## config.mk

```make
export PLATFORM = sky130hd
export DESIGN_NAME = d2bs_bank_state
export DESIGN_NICKNAME = d
export VERILOG_FILES = /design/src/hdl/d2bs_pkg.sv /design/src/hdl/d2bs_bank_state.sv
export SDC_FILE = /design/constraint.sdc
export NUM_CORES = 1
export LEC_CHECK = 0
export BUFFER_PORTS_ARGS = -buffer_cell sky130_fd_sc_hd__buf_2
export CAP_MARGIN = 20
export CORE_AREA = 4 4 176 178
export DETAILED_ROUTE_END_ITERATION = 10
export DIE_AREA = 0 0 180 182
export SLEW_MARGIN = 20
export SYNTH_ARGS = -nofsm -noshare
export SYNTH_HDL_FRONTEND = slang
export SYNTH_SLANG_ARGS = --single-unit
```

## constraint.sdc

```tcl
create_clock -name clk -period 5.2 [get_ports clk]
set_input_delay 0.52 -clock clk [delete_from_list [all_inputs] [get_ports clk]]
set_output_delay 0.52 -clock clk [all_outputs]
set_load 0.005 [all_outputs]
```

## src/hdl/d2bs_pkg.sv

```systemverilog
/*
  Shared constants, types and the register map of the DDR2 bank-state
  checker. Assumes a 40 MHz system clock and a 32-bit AXI4-Lite master.
*/
package d2bs_pkg;

  // ==========================================================
  // Clock and timing
  localparam int CLK_PERIOD_PS = 25000;
  localparam int T_RCD_NS = 15;
  localparam int T_RP_NS = 15;
  localparam int T_WR_NS = 15;
  localparam int T_RC_NS = 60;
  localparam int T_MRD_NS = 50;
  // Least times round up to whole cycles
  localparam logic [7:0] RCD_CYC = 8'((T_RCD_NS * 1000 + CLK_PERIOD_PS - 1) / CLK_PERIOD_PS);
  localparam logic [7:0] RP_CYC = 8'((T_RP_NS * 1000 + CLK_PERIOD_PS - 1) / CLK_PERIOD_PS);
  localparam logic [7:0] WR_CYC = 8'((T_WR_NS * 1000 + CLK_PERIOD_PS - 1) / CLK_PERIOD_PS);
  localparam logic [7:0] RC_CYC = 8'((T_RC_NS * 1000 + CLK_PERIOD_PS - 1) / CLK_PERIOD_PS);
  localparam logic [7:0] MRD_CYC = 8'((T_MRD_NS * 1000 + CLK_PERIOD_PS - 1) / CLK_PERIOD_PS);
  // Burst lengths 4 and 8 take 2 and 4 clocks; count value at 4-beat edge
  localparam logic [7:0] BURST4_CYC = 8'h02;
  localparam logic [7:0] BURST8_CYC = 8'h04;
  // Two clocks after the burst began, counter seen as 2
  localparam logic [7:0] INTR_POINT = 8'h02;
  localparam int NUM_BANKS = 4;

  // ==========================================================
  // Register map
  localparam logic [7:0] REG_CTRL = 8'h00;
  localparam logic [7:0] REG_TIMING0 = 8'h04;
  localparam logic [7:0] REG_TIMING1 = 8'h08;
  localparam logic [7:0] REG_STATUS = 8'h0c;
  localparam logic [7:0] REG_ILLCOUNT = 8'h10;
  localparam int CTRL_BL8_BIT = 0;
  localparam int TIM_RCD_LSB = 0;
  localparam int TIM_RP_LSB = 8;
  localparam int TIM_WR_LSB = 16;
  localparam int TIM_MRD_LSB = 24;
  localparam int TIM_RC_LSB = 0;
  localparam int STAT_STICKY_BIT = 16;
  localparam logic [31:0] TIMING0_RESET = {MRD_CYC, WR_CYC, RP_CYC, RCD_CYC};
  localparam logic [31:0] TIMING1_RESET = {24'h000000, RC_CYC};
  localparam logic [1:0] RESP_OKAY = 2'h0;
  localparam logic [1:0] RESP_SLVERR = 2'h2;

  // ==========================================================
  // Types
  typedef enum logic [3:0] {
    BANK_IDLE = 4'b0000,
    BANK_ACTIVATING = 4'b0001,
    BANK_ACTIVE = 4'b0010,
    BANK_READ = 4'b0011,
    BANK_WRITE = 4'b0100,
    BANK_READ_AP = 4'b0101,
    BANK_WRITE_AP = 4'b0110,
    BANK_WRITE_RECOV = 4'b0111,
    BANK_WRITE_RECOV_AP = 4'b1000,
    BANK_PRECHARGING = 4'b1001,
    BANK_REFRESHING = 4'b1010,
    BANK_MODE_ACCESS = 4'b1011
  } d2bs_bank_state_type;

  // Row, column and write strobes, active low, in that order
  typedef enum logic [2:0] {
    CMD_MODE = 3'b000,
    CMD_REFRESH = 3'b001,
    CMD_PRECHARGE = 3'b010,
    CMD_ACTIVATE = 3'b011,
    CMD_WRITE = 3'b100,
    CMD_READ = 3'b101,
    CMD_RESERVED = 3'b110,
    CMD_NOP = 3'b111
  } d2bs_cmd_type;

  typedef struct packed {
    logic clockEnable;
    logic chipSelectN;
    logic rowStrobeN;
    logic colStrobeN;
    logic writeEnableN;
    logic [1:0] bank;
    logic [13:0] addr;
    logic termEnable;
  } d2bs_pins_type;

endpackage

```

## src/hdl/d2bs_bank_state.sv

```systemverilog
/*
  Per-bank command legality tracker of a DDR2 device, with an AXI4-Lite
  register slave. Assumes command pins synchronous to clk and a master
  that keeps one write and one read under way at most.
*/
`timescale 1ns/1ps

// Function
// - Command decoded from select, strobes and clock enable at rising edge.
// - Bursts run on under nop; autoclose burst accepts nothing for its bank.
// - Command illegal for one bank may be legal for another bank.
// - Precharging bank idles after row precharge time; extra precharge is nop.
// - Activating bank active after row-to-column delay; commands meanwhile illegal.
// - Write recovery lasts write recovery time; only new write allowed.
// - Autoclose write recovery then internal precharge; all commands illegal.
// - Refresh returns idle after refresh cycle time; commands meanwhile illegal.
// - Mode write returns idle after mode cycle time; commands meanwhile illegal.
module d2bs_bank_state
  import d2bs_pkg::*;
(
  input wire logic clk,
  input wire logic reset,
  input wire logic clkEn,
  input wire d2bs_pins_type pins,
  output logic illegalCmd,
  input wire logic [31:0] s_axi_awaddr,
  input wire logic s_axi_awvalid,
  output logic s_axi_awready,
  input wire logic [31:0] s_axi_wdata,
  input wire logic [3:0] s_axi_wstrb,
  input wire logic s_axi_wvalid,
  output logic s_axi_wready,
  output logic [1:0] s_axi_bresp,
  output logic s_axi_bvalid,
  input wire logic s_axi_bready,
  input wire logic [31:0] s_axi_araddr,
  input wire logic s_axi_arvalid,
  output logic s_axi_arready,
  output logic [31:0] s_axi_rdata,
  output logic [1:0] s_axi_rresp,
  output logic s_axi_rvalid,
  input wire logic s_axi_rready
);

  // ==========================================================
  // Helpers
  function automatic logic [7:0] minus_one(input logic [7:0] v);
    return (v == 8'h00) ? 8'h00 : 8'(v - 8'h01);
  endfunction

  function automatic logic legal_for(input d2bs_bank_state_type st, input logic [7:0] cnt,
                                     input d2bs_cmd_type c, input logic bl8);
    logic atEdge;
    atEdge = bl8 && (cnt == INTR_POINT);
    unique case (c)
      CMD_ACTIVATE: return st == BANK_IDLE;
      CMD_READ: return (st == BANK_ACTIVE) || ((st == BANK_READ) && atEdge);
      CMD_WRITE: return (st == BANK_ACTIVE) || (st == BANK_WRITE_RECOV) ||
                        ((st == BANK_WRITE) && atEdge);
      CMD_PRECHARGE: return (st == BANK_ACTIVE) || (st == BANK_IDLE) ||
                            (st == BANK_PRECHARGING);
      CMD_MODE, CMD_REFRESH, CMD_RESERVED, CMD_NOP: return 1'b1;
    endcase
  endfunction

  // ==========================================================
  // State
  d2bs_bank_state_type bankState [NUM_BANKS];
  logic [7:0] bankCnt [NUM_BANKS];
  logic [NUM_BANKS-1:0] bankOk;
  logic [NUM_BANKS-1:0] bankIdle;
  logic prevCke;
  logic burstLen8;
  logic [31:0] timing0;
  logic [31:0] timing1;
  logic illegalSticky;
  logic [15:0] illCount;
  logic next_illegal;
  logic accepted;
  logic allIdle;
  logic cmdValid;
  logic closeAll;
  d2bs_cmd_type cmd;
  logic [7:0] burstLoad;
  logic [7:0] awAddr;
  logic awGot;
  logic [31:0] wData;
  logic [3:0] wStrb;
  logic wGot;
  logic [31:0] readWord;
  logic readMapped;
  logic writeMapped;

  // ==========================================================
  // Command decode
  // decode at edge
  assign cmdValid = prevCke && pins.clockEnable && !pins.chipSelectN;
  assign cmd = d2bs_cmd_type'({pins.rowStrobeN, pins.colStrobeN, pins.writeEnableN});
  assign closeAll = (cmd == CMD_PRECHARGE) && pins.addr[10];
  assign allIdle = &bankIdle;
  assign burstLoad = burstLen8 ? minus_one(BURST8_CYC) : minus_one(BURST4_CYC);

  // Clock enable of the previous edge
  always_ff @(posedge clk) begin
    if (reset) begin
      prevCke <= 1'b0;
    end else if (clkEn) begin
      prevCke <= pins.clockEnable;
    end
  end

  // Legality of the decoded command
  always_comb begin
    next_illegal = 1'b0;
    if (cmdValid) begin
      unique case (cmd)
        CMD_REFRESH, CMD_MODE: next_illegal = !allIdle;
        CMD_PRECHARGE: next_illegal = closeAll ? !(&bankOk) : !bankOk[pins.bank];
        CMD_ACTIVATE, CMD_READ, CMD_WRITE: next_illegal = !bankOk[pins.bank];
        CMD_RESERVED, CMD_NOP: next_illegal = 1'b0;
      endcase
    end
  end
  assign accepted = cmdValid && !next_illegal;

  // ==========================================================
  // Per-bank state machines
  for (genvar i = 0; i < NUM_BANKS; i++) begin : g_bank
    logic targeted;
    assign bankOk[i] = legal_for(bankState[i], bankCnt[i], cmd, burstLen8);
    assign bankIdle[i] = bankState[i] == BANK_IDLE;
    assign targeted = (pins.bank == 2'(i)) || closeAll;

    always_ff @(posedge clk) begin
      if (reset) begin
        bankState[i] <= BANK_IDLE;
        bankCnt[i] <= 8'h00;
      end else if (clkEn) begin
        if (accepted && (cmd == CMD_REFRESH)) begin
          bankState[i] <= BANK_REFRESHING;
          bankCnt[i] <= minus_one(timing1[TIM_RC_LSB +: 8]);
        end else if (accepted && (cmd == CMD_MODE)) begin
          bankState[i] <= BANK_MODE_ACCESS;
          bankCnt[i] <= minus_one(timing0[TIM_MRD_LSB +: 8]);
        end else if (accepted && targeted && (cmd == CMD_ACTIVATE)) begin
          bankState[i] <= BANK_ACTIVATING;
          bankCnt[i] <= minus_one(timing0[TIM_RCD_LSB +: 8]);
        end else if (accepted && targeted && (cmd == CMD_READ)) begin
          bankState[i] <= pins.addr[10] ? BANK_READ_AP : BANK_READ;
          bankCnt[i] <= burstLoad;
        end else if (accepted && targeted && (cmd == CMD_WRITE)) begin
          bankState[i] <= pins.addr[10] ? BANK_WRITE_AP : BANK_WRITE;
          bankCnt[i] <= burstLoad;
        end else if (accepted && targeted && (cmd == CMD_PRECHARGE) &&
                     (bankState[i] == BANK_ACTIVE)) begin
          bankState[i] <= BANK_PRECHARGING;
          bankCnt[i] <= minus_one(timing0[TIM_RP_LSB +: 8]);
        end else if (!bankIdle[i] && (bankState[i] != BANK_ACTIVE)) begin
          if (bankCnt[i] != 8'h00) begin
            bankCnt[i] <= 8'(bankCnt[i] - 8'h01);
          end else begin
            unique case (bankState[i])
              BANK_READ, BANK_WRITE_RECOV, BANK_ACTIVATING: bankState[i] <= BANK_ACTIVE;
              BANK_WRITE: begin
                bankState[i] <= BANK_WRITE_RECOV;
                bankCnt[i] <= minus_one(timing0[TIM_WR_LSB +: 8]);
              end
              BANK_WRITE_AP: begin
                bankState[i] <= BANK_WRITE_RECOV_AP;
                bankCnt[i] <= minus_one(timing0[TIM_WR_LSB +: 8]);
              end
              BANK_READ_AP, BANK_WRITE_RECOV_AP: begin
                bankState[i] <= BANK_PRECHARGING;
                bankCnt[i] <= minus_one(timing0[TIM_RP_LSB +: 8]);
              end
              default: bankState[i] <= BANK_IDLE;
            endcase
          end
        end
      end
    end
  end

  // ==========================================================
  // Illegal command flag and tallies
  // flag illegal commands
  always_ff @(posedge clk) begin
    if (reset) begin
      illegalCmd <= 1'b0;
      illCount <= 16'h0000;
    end else if (clkEn) begin
      illegalCmd <= next_illegal;
      if (next_illegal) begin
        illCount <= 16'(illCount + 16'h0001);
      end
    end
  end

  // Sticky bit, set wins over write-one-clear
  always_ff @(posedge clk) begin
    if (reset) begin
      illegalSticky <= 1'b0;
    end else if (clkEn) begin
      if (next_illegal) begin
        illegalSticky <= 1'b1;
      end else if (awGot && wGot && !s_axi_bvalid && (awAddr == REG_STATUS) &&
                   wStrb[STAT_STICKY_BIT / 8] && wData[STAT_STICKY_BIT]) begin
        illegalSticky <= 1'b0;
      end
    end
  end

  // ==========================================================
  // AXI4-Lite write path
  assign writeMapped = (awAddr == REG_CTRL) || (awAddr == REG_TIMING0) ||
                       (awAddr == REG_TIMING1) || (awAddr == REG_STATUS);

  always_ff @(posedge clk) begin
    if (reset) begin
      s_axi_awready <= 1'b1;
      s_axi_wready <= 1'b1;
      s_axi_bvalid <= 1'b0;
      s_axi_bresp <= RESP_OKAY;
      awGot <= 1'b0;
      wGot <= 1'b0;
      awAddr <= 8'h00;
      wData <= 32'h00000000;
      wStrb <= 4'h0;
    end else if (clkEn) begin
      if (s_axi_awvalid && s_axi_awready) begin
        awAddr <= s_axi_awaddr[7:0];
        awGot <= 1'b1;
        s_axi_awready <= 1'b0;
      end
      if (s_axi_wvalid && s_axi_wready) begin
        wData <= s_axi_wdata;
        wStrb <= s_axi_wstrb;
        wGot <= 1'b1;
        s_axi_wready <= 1'b0;
      end
      if (awGot && wGot && !s_axi_bvalid) begin
        s_axi_bvalid <= 1'b1;
        s_axi_bresp <= writeMapped ? RESP_OKAY : RESP_SLVERR;
      end
      if (s_axi_bvalid && s_axi_bready) begin
        s_axi_bvalid <= 1'b0;
        awGot <= 1'b0;
        wGot <= 1'b0;
        s_axi_awready <= 1'b1;
        s_axi_wready <= 1'b1;
      end
    end
  end

  // Control and timing registers, byte lanes honoured
  always_ff @(posedge clk) begin
    if (reset) begin
      burstLen8 <= 1'b0;
      timing0 <= TIMING0_RESET;
      timing1 <= TIMING1_RESET;
    end else if (clkEn && awGot && wGot && !s_axi_bvalid) begin
      for (int b = 0; b < 4; b++) begin
        if (wStrb[b] && (awAddr == REG_TIMING0)) begin
          timing0[b*8 +: 8] <= wData[b*8 +: 8];
        end
        if (wStrb[b] && (awAddr == REG_TIMING1)) begin
          timing1[b*8 +: 8] <= wData[b*8 +: 8];
        end
      end
      if (wStrb[0] && (awAddr == REG_CTRL)) begin
        burstLen8 <= wData[CTRL_BL8_BIT];
      end
    end
  end

  // ==========================================================
  // AXI4-Lite read path
  always_comb begin
    readMapped = 1'b1;
    unique case (s_axi_araddr[7:0])
      REG_CTRL: readWord = {31'h00000000, burstLen8};
      REG_TIMING0: readWord = timing0;
      REG_TIMING1: readWord = timing1;
      REG_STATUS: readWord = {14'h0000, allIdle, illegalSticky, bankState[3], bankState[2],
                              bankState[1], bankState[0]};
      REG_ILLCOUNT: readWord = {16'h0000, illCount};
      default: begin
        readWord = 32'h00000000;
        readMapped = 1'b0;
      end
    endcase
  end

  always_ff @(posedge clk) begin
    if (reset) begin
      s_axi_arready <= 1'b1;
      s_axi_rvalid <= 1'b0;
      s_axi_rdata <= 32'h00000000;
      s_axi_rresp <= RESP_OKAY;
    end else if (clkEn) begin
      if (s_axi_arvalid && s_axi_arready) begin
        s_axi_rdata <= readWord;
        s_axi_rresp <= readMapped ? RESP_OKAY : RESP_SLVERR;
        s_axi_rvalid <= 1'b1;
        s_axi_arready <= 1'b0;
      end else if (s_axi_rvalid && s_axi_rready) begin
        s_axi_rvalid <= 1'b0;
        s_axi_arready <= 1'b1;
      end
    end
  end

  // ==========================================================
  // Assertions on bank 0, one also on bank 1
  property p_autoclose_locked;
    @(posedge clk) disable iff (reset)
      clkEn && cmdValid && (pins.bank == 2'h0) && (cmd != CMD_NOP) && (cmd != CMD_RESERVED) &&
      ((bankState[0] == BANK_READ_AP) || (bankState[0] == BANK_WRITE_AP)) |=> illegalCmd;
  endproperty
  a_autoclose_locked: assert property (p_autoclose_locked) else $error("autoclose accepted");

  property p_other_bank;
    @(posedge clk) disable iff (reset)
      clkEn && cmdValid && (cmd == CMD_ACTIVATE) && (pins.bank == 2'h1) &&
      (bankState[0] == BANK_ACTIVE) && (bankState[1] == BANK_IDLE)
      |=> !illegalCmd && (bankState[1] == BANK_ACTIVATING);
  endproperty
  a_other_bank: assert property (p_other_bank) else $error("other bank refused");

  property p_pre_nop;
    @(posedge clk) disable iff (reset)
      clkEn && cmdValid && (cmd == CMD_PRECHARGE) && !pins.addr[10] && (pins.bank == 2'h0) &&
      (bankState[0] == BANK_PRECHARGING) && (bankCnt[0] != 8'h00)
      |=> !illegalCmd && (bankState[0] == BANK_PRECHARGING);
  endproperty
  a_pre_nop: assert property (p_pre_nop) else $error("precharge not nop");

  property p_activate_end;
    @(posedge clk) disable iff (reset)
      clkEn && (bankState[0] == BANK_ACTIVATING) && (bankCnt[0] == 8'h00)
      |=> bankState[0] == BANK_ACTIVE;
  endproperty
  a_activate_end: assert property (p_activate_end) else $error("activate not ended");

  property p_recov_read;
    @(posedge clk) disable iff (reset)
      clkEn && cmdValid && (cmd == CMD_READ) && (pins.bank == 2'h0) &&
      (bankState[0] == BANK_WRITE_RECOV) |=> illegalCmd && !$stable(illCount);
  endproperty
  a_recov_read: assert property (p_recov_read) else $error("read in recovery");

  property p_recov_ap;
    @(posedge clk) disable iff (reset)
      clkEn && (bankState[0] == BANK_WRITE_RECOV_AP) && (bankCnt[0] == 8'h00)
      |=> bankState[0] == BANK_PRECHARGING;
  endproperty
  a_recov_ap: assert property (p_recov_ap) else $error("no internal precharge");

  property p_refresh_busy;
    @(posedge clk) disable iff (reset)
      clkEn && cmdValid && (cmd != CMD_NOP) && (cmd != CMD_RESERVED) &&
      ((bankState[0] == BANK_REFRESHING) || (bankState[0] == BANK_MODE_ACCESS)) |=> illegalCmd;
  endproperty
  a_refresh_busy: assert property (p_refresh_busy) else $error("busy accepted");

  property p_mode_end;
    @(posedge clk) disable iff (reset)
      clkEn && (bankState[0] == BANK_MODE_ACCESS) && (bankCnt[0] == 8'h00)
      |=> bankState[0] == BANK_IDLE;
  endproperty
  a_mode_end: assert property (p_mode_end) else $error("mode not ended");

  property p_illegal_hold;
    @(posedge clk) disable iff (reset)
      clkEn && cmdValid && (cmd == CMD_ACTIVATE) && (pins.bank == 2'h0) &&
      (bankState[0] == BANK_ACTIVE) |=> illegalCmd && (bankState[0] == BANK_ACTIVE);
  endproperty
  a_illegal_hold: assert property (p_illegal_hold) else $error("illegal changed bank");

endmodule

```

==> Yosys cells after proc, flatten, opt, wreduce, memory -nomap -nowiden <==
Memories as Yosys holds them, arrays and structs flattened.
Cells that the tools add are included.
{ "classes": {"n_addsub": 10, "n_reduce_logical": 165, "n_mux": 536, "n_bitwise": 84, "n_lt_le_gt_ge": 1, "n_eq_ne": 61} }
{ "op_table": {"columns": ["op", "n"], "rows": [
  ["$mux W1", 435],
  ["$mux W8", 45],
  ["$mux W4", 44],
  ["$pmux W32 S5", 1],
  ["$or A1 B1 Y1", 84],
  ["$sub A8 B1 Y8 const B", 9],
  ["$logic_and A1 B1 Y1", 68],
  ["$eq A4 B3 Y1 const B", 16],
  ["$logic_not A8 Y1", 7],
  ["$reduce_and A2 Y1", 19],
  ["$eq A4 B2 Y1 const B", 8],
  ["$eq A4 B4 Y1 const B", 8],
  ["$eq A8 B2 Y1 const B", 4],
  ["$eq A8 B4 Y1 const B", 4],
  ["$reduce_bool A8 Y1", 4],
  ["$reduce_or A7 Y1", 4],
  ["$logic_or A1 B1 Y1", 27],
  ["$pmux W1 S5", 4],
  ["$add A16 B1 Y16 const B", 1],
  ["$eq A4 B1 Y1 const B", 4],
  ["$eq A8 B3 Y1 const B", 2],
  ["$logic_not A4 Y1", 4],
  ["$ne A4 B2 Y1 const B", 4],
  ["$reduce_or A3 Y1", 5],
  ["other kinds (19)", 46]
]} }
{ "totals": {"output_inout_bits": 42, "ff_bits": 171, "memories": 2, "elab_cells": 885, "ram_bits": 48} }
{ "memory_table": {"columns": ["memory", "words", "width", "read_ports", "rd_ports_with_merged_regs", "wr", "line_no", "rtl"], "rows": [
  ["bankCnt", 4, 8, 4, 0, 4, "d2bs_bank_state.sv:69", "logic [7:0] bankCnt [NUM_BANKS];"],
  ["bankState", 4, 4, 4, 0, 4, "d2bs_bank_state.sv:68", "d2bs_bank_state_type bankState [NUM_BANKS];"]
]} }

==> Logic depth before layout (Yosys ltp) <==
Gate-level depths: netlist of run 1.
An unclocked memory read counts as a cell.
{ "depth": {"word_depth": 32, "mapped_depth": 15} }

==> Worst setup path after synthesis of run 1 <==
OpenSTA, ideal clock, no wires.
{ "synth_path": {"path_type": "in2reg", "start": "in pins[19] (netlist bit)", "end": "mem bankCnt[3][0] (enable)", "setup_slack_ps": 1338, "t_arrival_ps": 3478, "path_stages": 11, "setup_ps": 384, "cell_sequence": "buf_2 > inv_1 > ha_1 > nor2b_1 > a31oi_1 > a21boi_1 > or4_1 > buf_2 > a31oi_1 > o2111ai_1 > o21ai_0"} }
{ "synth_rtl": {"columns": ["item", "line_no", "rtl"], "rows": [
  ["start, declared", "d2bs_bank_state.sv:24", "input wire d2bs_pins_type pins,"],
  ["end, declared", "d2bs_bank_state.sv:69", null]
]} }

==> flow_summary_export.csv, run 1 <==
group,metric,value,unit
sta,rsz0062_at_grt,"false",
grt,grt_busiest_layer,"met2",
logic_synthesis,synth_seq_area_share,37.6,%
clock_network,cts_setup_buffers,0,
critical_path,cp_max_fo,8,
detailed_routing,viasPerCell,6.00,
power,p_int,3050,uW
logic_synthesis,yosysTopAreaCellShare,26.3,%
worst_hold_path,hold_class,"primary input to register",
logic_synthesis,synth_common_cells,"nand2_1 (232), nor2_1 (215), dfxtp_1 (169)",
logic_synthesis,yosysWarnings,0,
floorplan,num_io_pins,172,
detailed_routing,avgRoutedWirePerCell,21.5,um
sta,min_period,4.48,ns
floorplan,num_rows,63,
critical_path,cp_top_family,"compound AO/OA/AOI/OAI gates",
placed_design,gp_congestion,1.03,
power,p_seq_share,44.3,%
grt,use_met1,36.6,%
sta,setup-tns-final,0,ns
sta,slew_headroom,25.9,%
cells_and_area,finish.instance_area,0.0147,mm^2
critical_path,required,5.41,ns
grt,antenna_found_initial,0,
detailed_routing,drtPass1Iterations,7,
logic_synthesis,syn_area,0.0128,mm^2
clock_network,clock-sinks,217,
clock_network,cts-htree-levels,1,
logic_synthesis,ys_ff_latch,217,
critical_path,slowest_delay,0.67,ns
cells_and_area,final_util,50.0,%
critical_path,crit_buf_inv,1,
clock_network,cts_tree,"done",
cells_and_area,antenna_cells,0,
sta,postLayoutSetupSlackWorst,0.723,ns
sta,timing.fmax,223,MHz
clock_network,path_clk_slew,0.07,ns
grt,grt_pass1_vias,12100,
logic_synthesis,netlist_instances,1620,
floorplan,die_h,182,um
detailed_routing,routed_wl,45.4,mm
sta,hold-worst-slack,0.217,ns
run_status,status,"finished clean",
grt,grt_pass1_wl,70.4,mm
power,pwr-share-comb,9.2,%
critical_path,worst_path_max_delay_cell,"or4_1",
floorplan,start_util,43.7,%
floorplan,die_area,0.0328,mm^2
sta,worst_pin_slew,1.11,ns
cells_and_area,area_delta_synth_final,14.5,%
logic_synthesis,synth_top_cell_by_area,"dfxtp_1",
power,swShare,25.9,%
placed_design,placed_cell_area,0.0138,mm^2
logic_synthesis,synth_cell_types,87,
cells_and_area,layout.nets,1856,
logic_synthesis,ys.flop_type,"dfxtp_1",
power,p_sw,1060,uW
cells_and_area,layout-drive-gt1-share,13.8,%
sta,skew,0.0121,ns
floorplan,die_x,180,um
placed_design,place_hpwl,34.5,mm
power,peakVddDrop,0.000253,V
run,drv_cap,0,
critical_path,worstPathCellList,"or4_1, nor3_1, o21ai_0, a22o_1, o31ai_2, a22o_1, a21oi_2, buf_4, o2111a_1, a21oi_2, o221ai_1",
grt,grtUsageTotal,26.6,%
critical_path,critPathCaptureType,"register",
grt,grt_max_degree,88,
floorplan,coreArea,0.0294,mm^2
logic_synthesis,synth-edff-count,48,
sta,drv_slew,0,
placed_design,pre_cts_slack,0.727,ns
detailed_routing,dr.first_iter.drc_count,1287,
logic_synthesis,ys_async_sr_fraction,0,%
grt,gr-total-overflow,0,
clock_network,clockBufferDepth,3,
critical_path,arrival,4.69,ns
clock_network,cts_root_buf,"clkbuf_16",
grt,use_met3,4.55,%
clock_network,ctsResizeCount,0,
detailed_routing,drc,0,
sta,finalHoldViolations,0,
critical_path,path_class,"register to register",
clock_network,cts-hold-fix-buffers,0,
clock_network,clk-insertion-delay-late,0.54,ns
critical_path,setup.worst_path.start_class,"register",
clock_network,cts_buffers,25,
detailed_routing,vias,12700,
power,clkPwrFrac,46.5,%
placed_design,portBuffers,107,
logic_synthesis,yosysMostFrequentCell,"nand2_1",
sta,period_share,86.1,%
sta,setup_viol,0,
grt,use_met2,42.1,%
logic_synthesis,synthTopCellsByArea,"dfxtp_1 (26%), edfxtp_1 (11%), nand2_1 (6.8%)",
logic_synthesis,syn_area_per_cell,7.93,um^2
power,powerDensity,280,mW/mm^2
detailed_routing,detail-route-antenna-nets,0,
power,p_leak,0.00560,uW
state kept, by name (all words and copies together) (netlist names):
signal         cells
awAddr             8
awGot              1
bankCnt           32
bankState         16
burstLen8          1
illCount          16
illegalCmd         1
illegalSticky      1
prevCke            1
s_axi_arready      1
s_axi_awready      1
s_axi_bresp        1
s_axi_bvalid       1
s_axi_rdata       32
s_axi_rresp        1
s_axi_rvalid       1
s_axi_wready       1
timing0           32
timing1           32
wData             32
wGot               1
wStrb              4
kinds of logic after synthesis:
| logic type | share of synthesized area (%) |
|---|---|
| multiplexers | 4.27 |
| other | 0.0292 |
| AO/OA/AOI/OAI | 20.5 |
| XOR/XNOR | 4.30 |
| AND/OR/NAND/NOR | 26.8 |
| adder cells (fa/ha/maj) | 2.24 |
| buffers and inverters | 4.30 |
| flip-flops | 37.6 |
final cells by class:
type	count	area, um^2
Timing Repair Buffer	149	851
Clock buffer	31	719
Multi-Input combinational cell	1267	7480
Sequential cell	217	4820
Fill cell	2941	14700
Inverter	43	161
Tap cell	390	488
Clock inverter	15	181
through the flow:
stage / power, uW / instances
2_1_floorplan: 2090 / 1621
3_3_place_gp: 2230 / 2065
3_5_place_dp: 2230 / 2065
4_1_cts: 4140 / 2111
5_1_grt: 4260 / 2112
6_report: 4120 / 2112
final timing paths:
kind / start / endpoint / slack, ns / cells after the start
worst max register to register: bankCnt[2][3] / bankCnt[0][3] / 0.72 / 11
worst min register to register: awAddr[4] / awAddr[4] / 0.46 / 2
worst min-delay path: s_axi_wstrb[3] / wStrb[3] / 0.22 / 3
worst max-delay path: bankCnt[2][3] / bankCnt[0][3] / 0.72 / 11
per-layer routing:
| metal | part of all wire [%] | up-vias |
|---|---|---|
| met5 | 0 | - |
| met4 | 4.0 | 0 |
| met3 | 8.3 | 111 |
| met2 | 44 | 563 |
| met1 | 44 | 5989 |
| li1 | - | 6015 |
power groups by stage:
stage	combinational, uW	clock [uW]	sequential [uW]
final	380	1910	1820
after global routing	416	2010	1830
after CTS	376	1940	1820
after detailed placement	374	0	1860
after global placement	372	0	1860
after floorplan	256	0	1840
placed cells by master, fill, tap and decap left out, types with 26 or more instances in the layout:
cell type    n
a21oi_1    163
buf_2      106
buf_4       42
clkbuf_16   26
dfxtp_1    169
edfxtp_1    48
inv_1       43
mux2i_1     48
nand2_1    232
nand3_1     53
nor2_1     214
nor3_1      61
o21ai_0     44
xnor2_1     40
tightest hold or removal path, cell delays in order:
cell and delay [ns]:
buf_2 0.09, nand2_1 0.04, a21oi_1 0.05
No activity file was read; power rests on OpenSTA's default activity.
==> inputs of run 2 (changes only) <==
==> constraint.sdc (replaced) <==
create_clock -name clk -period 5.2 [get_ports clk]
set_input_delay 0.26 -clock clk [delete_from_list [all_inputs] [get_ports clk]]
set_output_delay 0.26 -clock clk [all_outputs]
set_load 0.005 [all_outputs]
==> run 2 against run 1 <==
Routed wire length is 1.1% lower. Clock power is 10% lower. Via count is 0.70% higher. Die area stayed put. Largest power group is now registers.
==> flow_summary_export.csv, run 2 (synthesis results as in run 1) <==
group,metric,value,unit
clock_network,cts_root_buf,"clkbuf_16",
sta,skew,0.0148,ns
sta,rsz0062_at_grt,"false",
critical_path,critPathCaptureType,"register",
detailed_routing,viasPerCell,5.97,
sta,slew_headroom,29.0,%
placed_design,gp_congestion,0.995,
cells_and_area,antenna_cells,0,
floorplan,num_rows,63,
clock_network,clock-sinks,217,
cells_and_area,layout.nets,1887,
clock_network,path_clk_slew,0.06,ns
sta,finalHoldViolations,0,
clock_network,clk-insertion-delay-late,0.53,ns
cells_and_area,finish.instance_area,0.0150,mm^2
floorplan,die_x,180,um
grt,gr-total-overflow,0,
critical_path,path_class,"register to register",
cells_and_area,final_cell_mix,"nand2_1 (232), nor2_1 (214), dfxtp_1 (169)",
sta,worst_pin_slew,1.06,ns
detailed_routing,dr.first_iter.drc_count,1237,
floorplan,die_h,182,um
detailed_routing,drc,0,
detailed_routing,detail-route-antenna-nets,0,
grt,grtUsageTotal,26.2,%
placed_design,placed_cell_area,0.0137,mm^2
detailed_routing,avgRoutedWirePerCell,21.0,um
detailed_routing,drtPass1Iterations,6,
sta,timing.fmax,225,MHz
floorplan,num_io_pins,172,
run_status,status,"finished clean",
sta,min_period,4.45,ns
sta,postLayoutSetupSlackWorst,0.751,ns
floorplan,start_util,43.7,%
power,peakVddDrop,0.000209,V
floorplan,coreArea,0.0294,mm^2
critical_path,setup.worst_path.start_class,"register",
sta,drv_slew,0,
detailed_routing,routed_wl,44.9,mm
power,powerDensity,262,mW/mm^2
grt,grt_pass1_vias,12100,
clock_network,cts_buffers,24,
cells_and_area,layout-drive-gt1-share,12.5,%
clock_network,clockBufferDepth,3,
power,p_leak,0.00567,uW
placed_design,portBuffers,107,
clock_network,cts-htree-levels,1,
run,drv_cap,0,
grt,antenna_found_initial,0,
clock_network,cts_tree,"done",
sta,period_share,85.6,%
sta,setup-tns-final,0,ns
critical_path,required,5.47,ns
floorplan,die_area,0.0328,mm^2
placed_design,place_hpwl,34.3,mm
worst_hold_path,hold_class,"primary input to register",
cells_and_area,area_delta_synth_final,16.5,%
placed_design,pre_cts_slack,0.828,ns
grt,grt_max_degree,87,
detailed_routing,vias,12800,
critical_path,arrival,4.71,ns
grt,grt_pass1_wl,69.3,mm
critical_path,cp_max_fo,10,
cells_and_area,layout_commonest_cell,"nand2_1",
sta,setup_viol,0,
-- run 2: changes by cell type in the layout (fill, tap and decap cells not counted), sizes merged --
cell	before	now
buf	148	136
bufinv	3	1
dlygate4sd3	0	45
inv	49	46
-- run 2: area by class of cell --
type | instances | area, um^2
tap | 390 | 488
fill | 2872 | 14400
multi-input combinational | 1267 | 7490
clock inverter | 10 | 86.3
timing repair buffer | 181 | 1210
sequential | 217 | 4820
clock buffer | 32 | 703
inverter | 43 | 161
-- run 2: path summary, 6_finish.rpt --
check	startpoint	to	slack [ns]	depth (start not counted)
worst max-delay path	bankCnt[1][3]	bankCnt[3][1]	0.75	10
worst min-delay path	s_axi_wvalid	s_axi_wready	0.02	4
worst max register to register	bankCnt[1][3]	bankCnt[3][1]	0.75	10
worst min register to register	awAddr[1]	awAddr[1]	0.46	2
-- run 2: report_power, final --
part,total [uW],internal [uW],switching [uW]
clock,1710,1000,710
combinational,383,153,231
sequential,1830,1770,60.4
-- run 2: critical path: stages, from the launching register on --
cell       delay (ns)
edfxtp_1         0.43
or4_1            0.59
nor3_1           0.55
a311oi_1         0.23
a22o_1           0.30
o311ai_4         0.49
a31oi_1          0.26
o2111ai_1        0.86
nor3_1           0.09
nor4_1           0.26
a21oi_1          0.11
-- run 2: what timing repair did --
action / in CTS / in global routing
gates resized for setup: 0 / 0
hold endpoints to repair: 45 / 0
hold buffers: 45 / 0
setup buffers: 0 / 0
-- run 2: layer usage --
layer	track usage [%]	vias to the layer above	wire (um)
li1	-	6066	-
met1	35.6	6080	19500
met2	42.0	526	20000
met3	4.13	95	3430
met4	10.5	0	1940
met5	0	-	0
-- run 2: per-stage QoR --
step / util [%] / cells / hold WS, ns / total power (uW)
after floorplan: - / 1621 / 0.396 / 2090
after global placement: 46.6 / 2053 / 0.444 / 2210
after detailed placement: 46.6 / 2053 / 0.446 / 2220
after CTS: 50.8 / 2140 / 0.00132 / 3950
after global routing: 50.9 / 2140 / 0.0310 / 4070
final: 50.9 / 2140 / 0.0166 / 3930
